--- src/bfw_defs.vh ---
/*
 bus-fault stack frame writer constants: frame offsets, format codes, sizes.
 assumes byte offsets from the supervisor stack pointer, word = 16 bits.
*/
`ifndef BFW_DEFS_VH
`define BFW_DEFS_VH

// format codes in the upper nibble of the format/vector word
`define BFW_FMT_SHORT 4'ha
`define BFW_FMT_LONG 4'hb

// frame sizes in 16-bit words
`define BFW_SHORT_WORDS 7'h10
// long frame: up to the version word at $38 plus 18 opaque words, 47 words without the pad to a whole long word
`define BFW_LONG_WORDS 7'h2f
`define BFW_INT_STATE_WORDS 5'h12

// byte offsets from the stack pointer
`define BFW_OFS_SR 8'h00
`define BFW_OFS_PC 8'h02
`define BFW_OFS_FMT 8'h06
`define BFW_OFS_FSW 8'h0a
`define BFW_OFS_PIPE_C 8'h0c
`define BFW_OFS_PIPE_B 8'h0e
`define BFW_OFS_FADDR 8'h10
`define BFW_OFS_DOB 8'h18
`define BFW_OFS_STB_ADDR 8'h24
`define BFW_OFS_DIB 8'h2c
`define BFW_OFS_VERSION 8'h38
`define BFW_OFS_INT_STATE 8'h3a

// fault status word bit carrying the data fault rerun flag
`define BFW_FSW_DF_BIT 8

// arbitrary neutral version code
`define BFW_VERSION 4'h1

`endif

--- src/bfw_frame_writer.v ---
/*
 bfw_frame_writer: builds the short or long bus-fault stack frame and writes it
 to the supervisor stack as long words; restores a long frame and reports the
 data-fault rerun request.
 assumes a simple memory port: req/we/addr/wdata, one-cycle ack with rdata.
*/
`timescale 1ns/100ps
`default_nettype none
`include "bfw_defs.vh"

module bfw_frame_writer (
	// clock and reset
	input wire core_clk,
	input wire nrst,
	// fault from the core
	input wire fault_start,
	input wire mid_instr,
	input wire [31:0] sp_in,
	input wire [15:0] sr_in,
	input wire [31:0] pc_next,
	input wire [31:0] pc_exec,
	input wire [11:0] vector_offset,
	input wire [15:0] fault_status_word,
	input wire [15:0] pipe_c,
	input wire [15:0] pipe_b,
	input wire [31:0] fault_addr,
	input wire [31:0] data_out_buf,
	input wire [31:0] stage_b_addr,
	input wire [31:0] data_in_buf,
	input wire [11:0] version_info,
	input wire [287:0] int_state_in,
	// restore request from the core
	input wire restore_start,
	// memory port to the supervisor stack
	output reg mem_req_ff,
	output reg mem_we_ff,
	output reg [31:0] mem_addr_ff,
	output reg [31:0] mem_wdata_ff,
	input wire mem_ack,
	input wire [31:0] mem_rdata,
	// status to the core
	output reg busy_ff,
	output reg done_ff,
	output reg rerun_data_ff,
	output reg [287:0] int_state_out_ff
);

localparam NLW = 24;
localparam S_IDLE = 4'b0001;
localparam S_WR = 4'b0010;
localparam S_RD = 4'b0100;
localparam S_DONE = 4'b1000;

reg [3:0] state_ff;
reg [3:0] nxt_state;
reg [4:0] idx_ff;
reg long_ff;
reg [NLW*32-1:0] img_ff;
reg [15:0] fsw_rd_ff;
reg [NLW*32-1:0] img;
wire [31:0] cur_word;
wire [4:0] last_idx;
wire [4:0] nxt_idx;
wire [15:0] fmt_word;
integer k;

////////////////////////////////////////////////////////////////////////////////
// frame image, long word i lives at byte offset 4*i

assign fmt_word = {(mid_instr ? `BFW_FMT_LONG : `BFW_FMT_SHORT), vector_offset};
// short frame ends after 8 long words, long frame after 24
assign last_idx = long_ff ? 5'd23 : 5'd7;
assign nxt_idx = idx_ff + 5'd1;

always @* begin
	img = {NLW*32{1'b0}};
	// sr at 00, pc at 02..05 straddles long words 0 and 1
	img[0*32 +: 32] = {sr_in, mid_instr ? pc_exec[31:16] : pc_next[31:16]};
	img[1*32 +: 32] = {mid_instr ? pc_exec[15:0] : pc_next[15:0], fmt_word};
	img[2*32 +: 32] = {16'h0, fault_status_word};
	img[3*32 +: 32] = {pipe_c, pipe_b};
	img[4*32 +: 32] = fault_addr;
	img[6*32 +: 32] = data_out_buf;
	img[9*32 +: 32] = stage_b_addr;
	img[11*32 +: 32] = data_in_buf;
	// version word at $38, then 18 opaque words from $3a
	img[14*32 +: 32] = {`BFW_VERSION, version_info, int_state_in[287:272]};
	for (k = 0; k < 8; k = k + 1) begin
		img[(15+k)*32 +: 32] = int_state_in[k*32 +: 32];
	end
	// eighteenth opaque word; the low half only pads the last long word
	img[23*32 +: 32] = {int_state_in[271:256], 16'h0};
end

bfw_word_mux #(.N(NLW)) u_mux (
	.frame(img_ff),
	.idx(nxt_idx),
	.word(cur_word)
);

////////////////////////////////////////////////////////////////////////////////
// sequencer: ascending long-word order, one word per acknowledged cycle

always @* begin
	nxt_state = state_ff;
	case (state_ff)
		S_IDLE: begin
			if (fault_start) begin
				nxt_state = S_WR;
			end else if (restore_start) begin
				nxt_state = S_RD;
			end
		end
		S_WR: begin
			if (mem_ack && idx_ff == last_idx) begin
				nxt_state = S_DONE;
			end
		end
		S_RD: begin
			if (mem_ack && idx_ff == 5'd23) begin
				nxt_state = S_DONE;
			end
		end
		S_DONE: begin
			nxt_state = S_IDLE;
		end
		default: begin
			nxt_state = S_IDLE;
		end
	endcase
end

always @(posedge core_clk or negedge nrst) begin
	if (!nrst) begin
		state_ff <= S_IDLE;
		idx_ff <= 5'h0;
		long_ff <= 1'b0;
		img_ff <= {NLW*32{1'b0}};
		fsw_rd_ff <= 16'h0;
		mem_req_ff <= 1'b0;
		mem_we_ff <= 1'b0;
		mem_addr_ff <= 32'h0;
		mem_wdata_ff <= 32'h0;
		busy_ff <= 1'b0;
		done_ff <= 1'b0;
		rerun_data_ff <= 1'b0;
		int_state_out_ff <= 288'h0;
	end else begin
		state_ff <= nxt_state;
		done_ff <= 1'b0;
		case (state_ff)
			S_IDLE: begin
				idx_ff <= 5'h0;
				if (fault_start) begin
					// capture everything at once; sources may move on afterwards
					img_ff <= img;
					long_ff <= mid_instr;
					// stale restore status must not flag a rerun after a write
					fsw_rd_ff <= 16'h0;
					busy_ff <= 1'b1;
					rerun_data_ff <= 1'b0;
					mem_req_ff <= 1'b1;
					mem_we_ff <= 1'b1;
					mem_addr_ff <= sp_in;
					mem_wdata_ff <= img[31:0];
				end else if (restore_start) begin
					long_ff <= 1'b1;
					busy_ff <= 1'b1;
					rerun_data_ff <= 1'b0;
					mem_req_ff <= 1'b1;
					mem_we_ff <= 1'b0;
					mem_addr_ff <= sp_in;
				end
			end
			S_WR: begin
				if (mem_ack) begin
					idx_ff <= idx_ff + 5'd1;
					mem_addr_ff <= mem_addr_ff + 32'h4;
					if (idx_ff == last_idx) begin
						mem_req_ff <= 1'b0;
						mem_we_ff <= 1'b0;
					end else begin
						mem_wdata_ff <= cur_word;
					end
				end
			end
			S_RD: begin
				if (mem_ack) begin
					idx_ff <= idx_ff + 5'd1;
					mem_addr_ff <= mem_addr_ff + 32'h4;
					if (idx_ff == 5'd2) begin
						fsw_rd_ff <= mem_rdata[15:0];
					end
					// opaque words come back bit for bit
					if (idx_ff == 5'd14) begin
						int_state_out_ff[287:272] <= mem_rdata[15:0];
					end
					if (idx_ff >= 5'd15 && idx_ff <= 5'd22) begin
						int_state_out_ff[(idx_ff-5'd15)*32 +: 32] <= mem_rdata;
					end
					if (idx_ff == 5'd23) begin
						int_state_out_ff[271:256] <= mem_rdata[31:16];
						mem_req_ff <= 1'b0;
					end
				end
			end
			S_DONE: begin
				busy_ff <= 1'b0;
				done_ff <= 1'b1;
				if (!mem_we_ff && long_ff && fsw_rd_ff[`BFW_FSW_DF_BIT]) begin
					rerun_data_ff <= 1'b1;
				end
			end
			default: begin
				busy_ff <= 1'b0;
			end
		endcase
	end
end

endmodule // bfw_frame_writer

`default_nettype wire

--- src/bfw_word_mux.v ---
/*
 bfw_word_mux: picks one 32-bit long word of the frame by its long-word index.
 assumes the frame image is flattened, long word 0 in the lowest bits.
*/
`timescale 1ns/100ps
`default_nettype none

module bfw_word_mux #(
	parameter N = 23
) (
	// frame image
	input wire [N*32-1:0] frame,
	// selection
	input wire [4:0] idx,
	output reg [31:0] word
);

integer i;

always @* begin
	word = 32'h0;
	for (i = 0; i < N; i = i + 1) begin
		if (idx == i[4:0]) begin
			word = frame[i*32 +: 32];
		end
	end
end

endmodule // bfw_word_mux

`default_nettype wire
--- config.mk ---
export PLATFORM = sky130hd
export DESIGN_NAME = bfw_frame_writer
export DESIGN_NICKNAME = d
export VERILOG_FILES = /design/src/bfw_frame_writer.v /design/src/bfw_word_mux.v
export VERILOG_INCLUDE_DIRS = /design/src
export SDC_FILE = /design/constraint.sdc
export NUM_CORES = 2
export LEC_CHECK = 0
export BUFFER_PORTS_ARGS = -buffer_cell sky130_fd_sc_hd__clkbuf_2
export CORE_AREA = 4 4 390 392
export CTS_CLUSTER_SIZE = 20
export DETAILED_ROUTE_END_ITERATION = 10
export DIE_AREA = 0 0 394 396
export SKIP_CTS_REPAIR_TIMING = 1
export SYNTH_ARGS = -nofsm -noshare
export SYNTH_HDL_FRONTEND = slang
export SYNTH_HIERARCHICAL = 1
export SYNTH_SLANG_ARGS = --single-unit
--- constraint.sdc ---
create_clock -name core_clk -period 4.62 [get_ports core_clk]
set_input_delay 0.231 -clock core_clk [delete_from_list [all_inputs] [get_ports core_clk]]
set_output_delay 0.231 -clock core_clk [all_outputs]
set_load 0.1 [all_outputs]
==> summary.md <==
| Metric | Value |
|---|---|
| Status | `finished with violations` |
| Violated checks | `hold timing` |
| Crit path buf inv count | `6` |
| Ys Warns | `6` |
| Post-synth ARST share | `100%` |
| Endpoint class of the critical path | `flop` |
| CP Max Fanout | `33` |
| Most frequent cells in the layout | `nand2_1, clkbuf_2, dfrtp_1` |
| Post-Syn Area per Cell | `8.88 um2` |
| Cells after Synth | `about 5,000` |
| CTS sink cnt | `906` |
| Row count | `142` |
| Area of the multi-input gates | `20,500 um2` |
| Die Y | `396 um` |
| Fin util | `a little over two fifths` |
| Skew-Pair Late Insertion Delay | `about 740 ps` |
| Worst setup path class | `flop to flop` |
| Die X | `slightly below 400 um` |
| # Max-Cap Violations | `0` |
| ANT nets after route | `0` |
| Num ports | `995` |
| Hold slack | `-5.76 ps` |
| Min-delay src | `pc_next[20]` |
| P_leak | `~33 nW` |
| Pre-CTS WS | `-188 ps` |
| Worst path slowest cell | `a221oi_1` |
| Psw | `16.6 mW` |
| Commonest non-fill, non-tap cell in the layout | `nand2_1` |
| Switching share of power | `a little under half` |
| Worst R2R Start | `idx_ff[0]` |
| Pwr Total | `~37 mW` |
| Gr ovfl total | `0` |
| Total core area | `about 150,000 um2` |
| Final WS setup | `approximately 89 ps` |
| Startpoint types | `flop` |
| FF+latch count, synth | `906` |
| WP data arrival | `approximately 5000 ps` |
| Slew of the pin with the lowest slew margin | `1260 ps` |
| Area grow syn2layout | `41.2%` |
| Root Buffer Master | `clkbuf_16` |
| Int Pwr | `~20 mW` |
| Initial antenna violation count | `39` |
| Initial Util | `29.6%` |
| Most frequent CP cell | `buf_4` |
| Max H-tree Level | `3` |
| Worst path cell trace | `buf_4 -> inv_8 -> ha_1 -> inv_8 -> buf_12 -> or2_2 -> nor2_4 -> buf_4 -> buf_4 -> a221oi_1 -> o31a_1 -> o21ai_1 -> mux2i_1 -> o21ai_0` |
| Minimum clock period | `4530 ps` |
| Most used flip-flop cell after synthesis | `dfrtp_1` |
| Max Clock Freq | `~220 MHz` |
| Hpwl dp | `165 mm` |
| Maximum vdd drop | `0.000383 V` |
| Routed WL | `between 200 and 250 mm` |
| Crit path from | `idx_ff[0]` |
| Drt initial violations | `~4,600` |
| Max clock buf depth | `3` |
| Final Max Tran Viols | `0` |
| Tcrit/Tclk final | `between 90% and 100%` |
| # setup viols final | `0` |
| WL/cell | `26.0 um` |
| Clock skew | `52.0 ps` |
| Slew HR | `15.8%` |
| CTS tree | `done` |
| TritonCTS buffer count | `~110` |
| Routed vias | `45,800` |
| Net count reported at finish | `7,354` |
| Pin count of the biggest net entering global routing | `189` |
| R2R setup slack | `90 ps` |
| CTS clk-pin slew, worst paths | `70 ps` |
| First-pass GRT wire length | `between 300 and 400 mm` |
| Final hold violations | `1` |
| DR vias/cell | `5.23` |
| Clk pwr share | `23.8%` |
| Family with the most delay on the worst path | `compound AO/OA/AOI/OAI gates` |
| Die area | `156,000 um2` |
| DRT Pass-1 Iters | `6` |
| RSZ-0062 raised after global routing | `no` |
| I/O Buffers | `994` |
| Fraction of power consumed by sequential logic | `34.0%` |
| Layout cells sized above 1 | `22.1%` |
| Fill count | `between 10,000 and 15,000` |
| Routability cong. | `0.994` |
| Mapped Area | `44,100 um2` |
| Combinational share of power | `42.2%` |
| Number of global-route vias before repair | `41,300` |
| Yosys cell types | `95` |
| Post-synthesis sequential area ratio | `between 50% and 60%` |
| Global Route Usage Sum | `between 20% and 30%` |
| Hold WC Path Type | `input port to flop` |
| Required time of the critical path | `5220 ps` |
| Fin Setup TNS | `0 ps` |
| DRC violations left | `0` |
| EDFF count, synth | `0` |
| Cell area power density | `589 nW/um2` |
| FF+latch area | `22,700 um2` |
| Slowest stage delay, CP | `~950 ps` |
tightest hold or removal path, stage by stage:
cell and delay (ps):
clkbuf_2 80, mux2i_1 180, o21ai_0 200
per-layer routing:
| layer | global-route usage (%) | up-vias | routed length [um] |
|---|---|---|---|
| li1 | - | 20200 | - |
| met1 | 35.6 | 22500 | 92600 |
| met2 | 41.1 | 2486 | 102000 |
| met3 | 8.20 | 560 | 22300 |
| met4 | 10.2 | 20 | 10600 |
| met5 | 0 | - | 113 |
area by class of cell:
class                   instances  share of cell area, %
flip-flops and latches        906                   36.4
well taps                    1944                   3.91
diodes                         24                 0.0965
clock inverters                39                  0.830
repair buffers               1797                   20.7
multi-input cells            3864                   32.9
clock buffers                 151                   4.93
inverters                      30                  0.205
worst paths after layout:
kind | endpoint | cells after the start
hold / removal | img_ff[4] | 3
hold reg to reg | img_ff[719] | 2
setup / recovery | mem_wdata_ff[26] | 14
max in group asynchronous | img_ff[39] | 3
min in group asynchronous | img_ff[694] | 2
setup reg to reg | mem_wdata_ff[26] | 14
sequential cells by signal, indices dropped and copies added (netlist names):
register / cells
fsw_rd_ff: 1
mem_wdata_ff: 32
done_ff: 1
rerun_data_ff: 1
mem_addr_ff: 32
busy_ff: 1
img_ff: 538
int_state_out_ff: 288
mem_we_ff: 1
idx_ff: 5
mem_req_ff: 1
state_ff: 4
long_ff: 1
stage by stage:
step,instance area (um2),cells
6_report,62300,8755
5_1_grt,62200,8742
4_1_cts,55700,8093
3_5_place_dp,52100,7903
3_3_place_gp,52100,7903
2_1_floorplan,45000,5202
Yosys cell counts, drive strengths merged, types with 5 or more instances:
cell | instances | area share [%]
o221ai | 22 | 0.44
buf | 151 | 2.0
o21ai | 228 | 2.6
a32oi | 6 | 0.12
o32ai | 7 | 0.14
or2 | 8 | 0.11
clkbuf | 252 | 2.2
o311a | 7 | 0.16
mux2i | 101 | 2.3
a31oi | 38 | 0.54
nand4 | 18 | 0.26
nand3 | 52 | 0.59
nor3b | 6 | 0.18
a22o | 16 | 0.32
a211o | 7 | 0.14
dfrtp | 905 | 51
o31ai | 7 | 0.12
and3 | 21 | 0.30
o21a | 17 | 0.29
nor3 | 292 | 3.3
o311ai | 6 | 0.12
o22ai | 79 | 1.1
a32o | 11 | 0.25
and2 | 10 | 0.14
a21o | 243 | 4.1
xor2 | 5 | 0.099
a211oi | 33 | 0.61
o211ai | 13 | 0.22
nand2 | 1783 | 15
ha | 12 | 0.34
a22oi | 48 | 0.82
a221oi | 17 | 0.35
nor4bb | 6 | 0.14
a2bb2oi | 11 | 0.22
or4 | 6 | 0.10
mux4 | 34 | 1.7
nor2 | 98 | 0.93
mux2 | 46 | 1.2
nor2b | 29 | 0.43
inv | 29 | 0.25
or3 | 13 | 0.20
nand2b | 42 | 0.60
a21oi | 166 | 1.9
power groups by stage:
stage          Combinational [mW]  Clock, mW  Sequential (mW)
2_1_floorplan                7.40          0             13.7
4_1_cts                      14.7       8.87             12.5
3_5_place_dp                 14.6          0             12.6
6_report                     15.5       8.74             12.5
3_3_place_gp                 14.5          0             12.5
5_1_grt                      16.5       9.18             12.7
logic make-up (layout without fill, tap and decap cells):
| kind of cell | count (synthesis) | in the layout | synth area share, % |
|---|---|---|---|
| AOI/OAI and AO/OA | 1016 | 1016 | 15.4 |
| xor gates and xnor gates | 7 | 7 | 0.139 |
| adders and majority gates | 12 | 12 | 0.340 |
| buffers and inverters | 433 | 2017 | 4.48 |
| DFF | 906 | 906 | 51.4 |
| muxes | 181 | 181 | 5.20 |
| other | 1 | 262 | 0.00850 |
| and+or+nand+nor | 2409 | 2410 | 23.0 |
(Power assumes the default switching activity.)
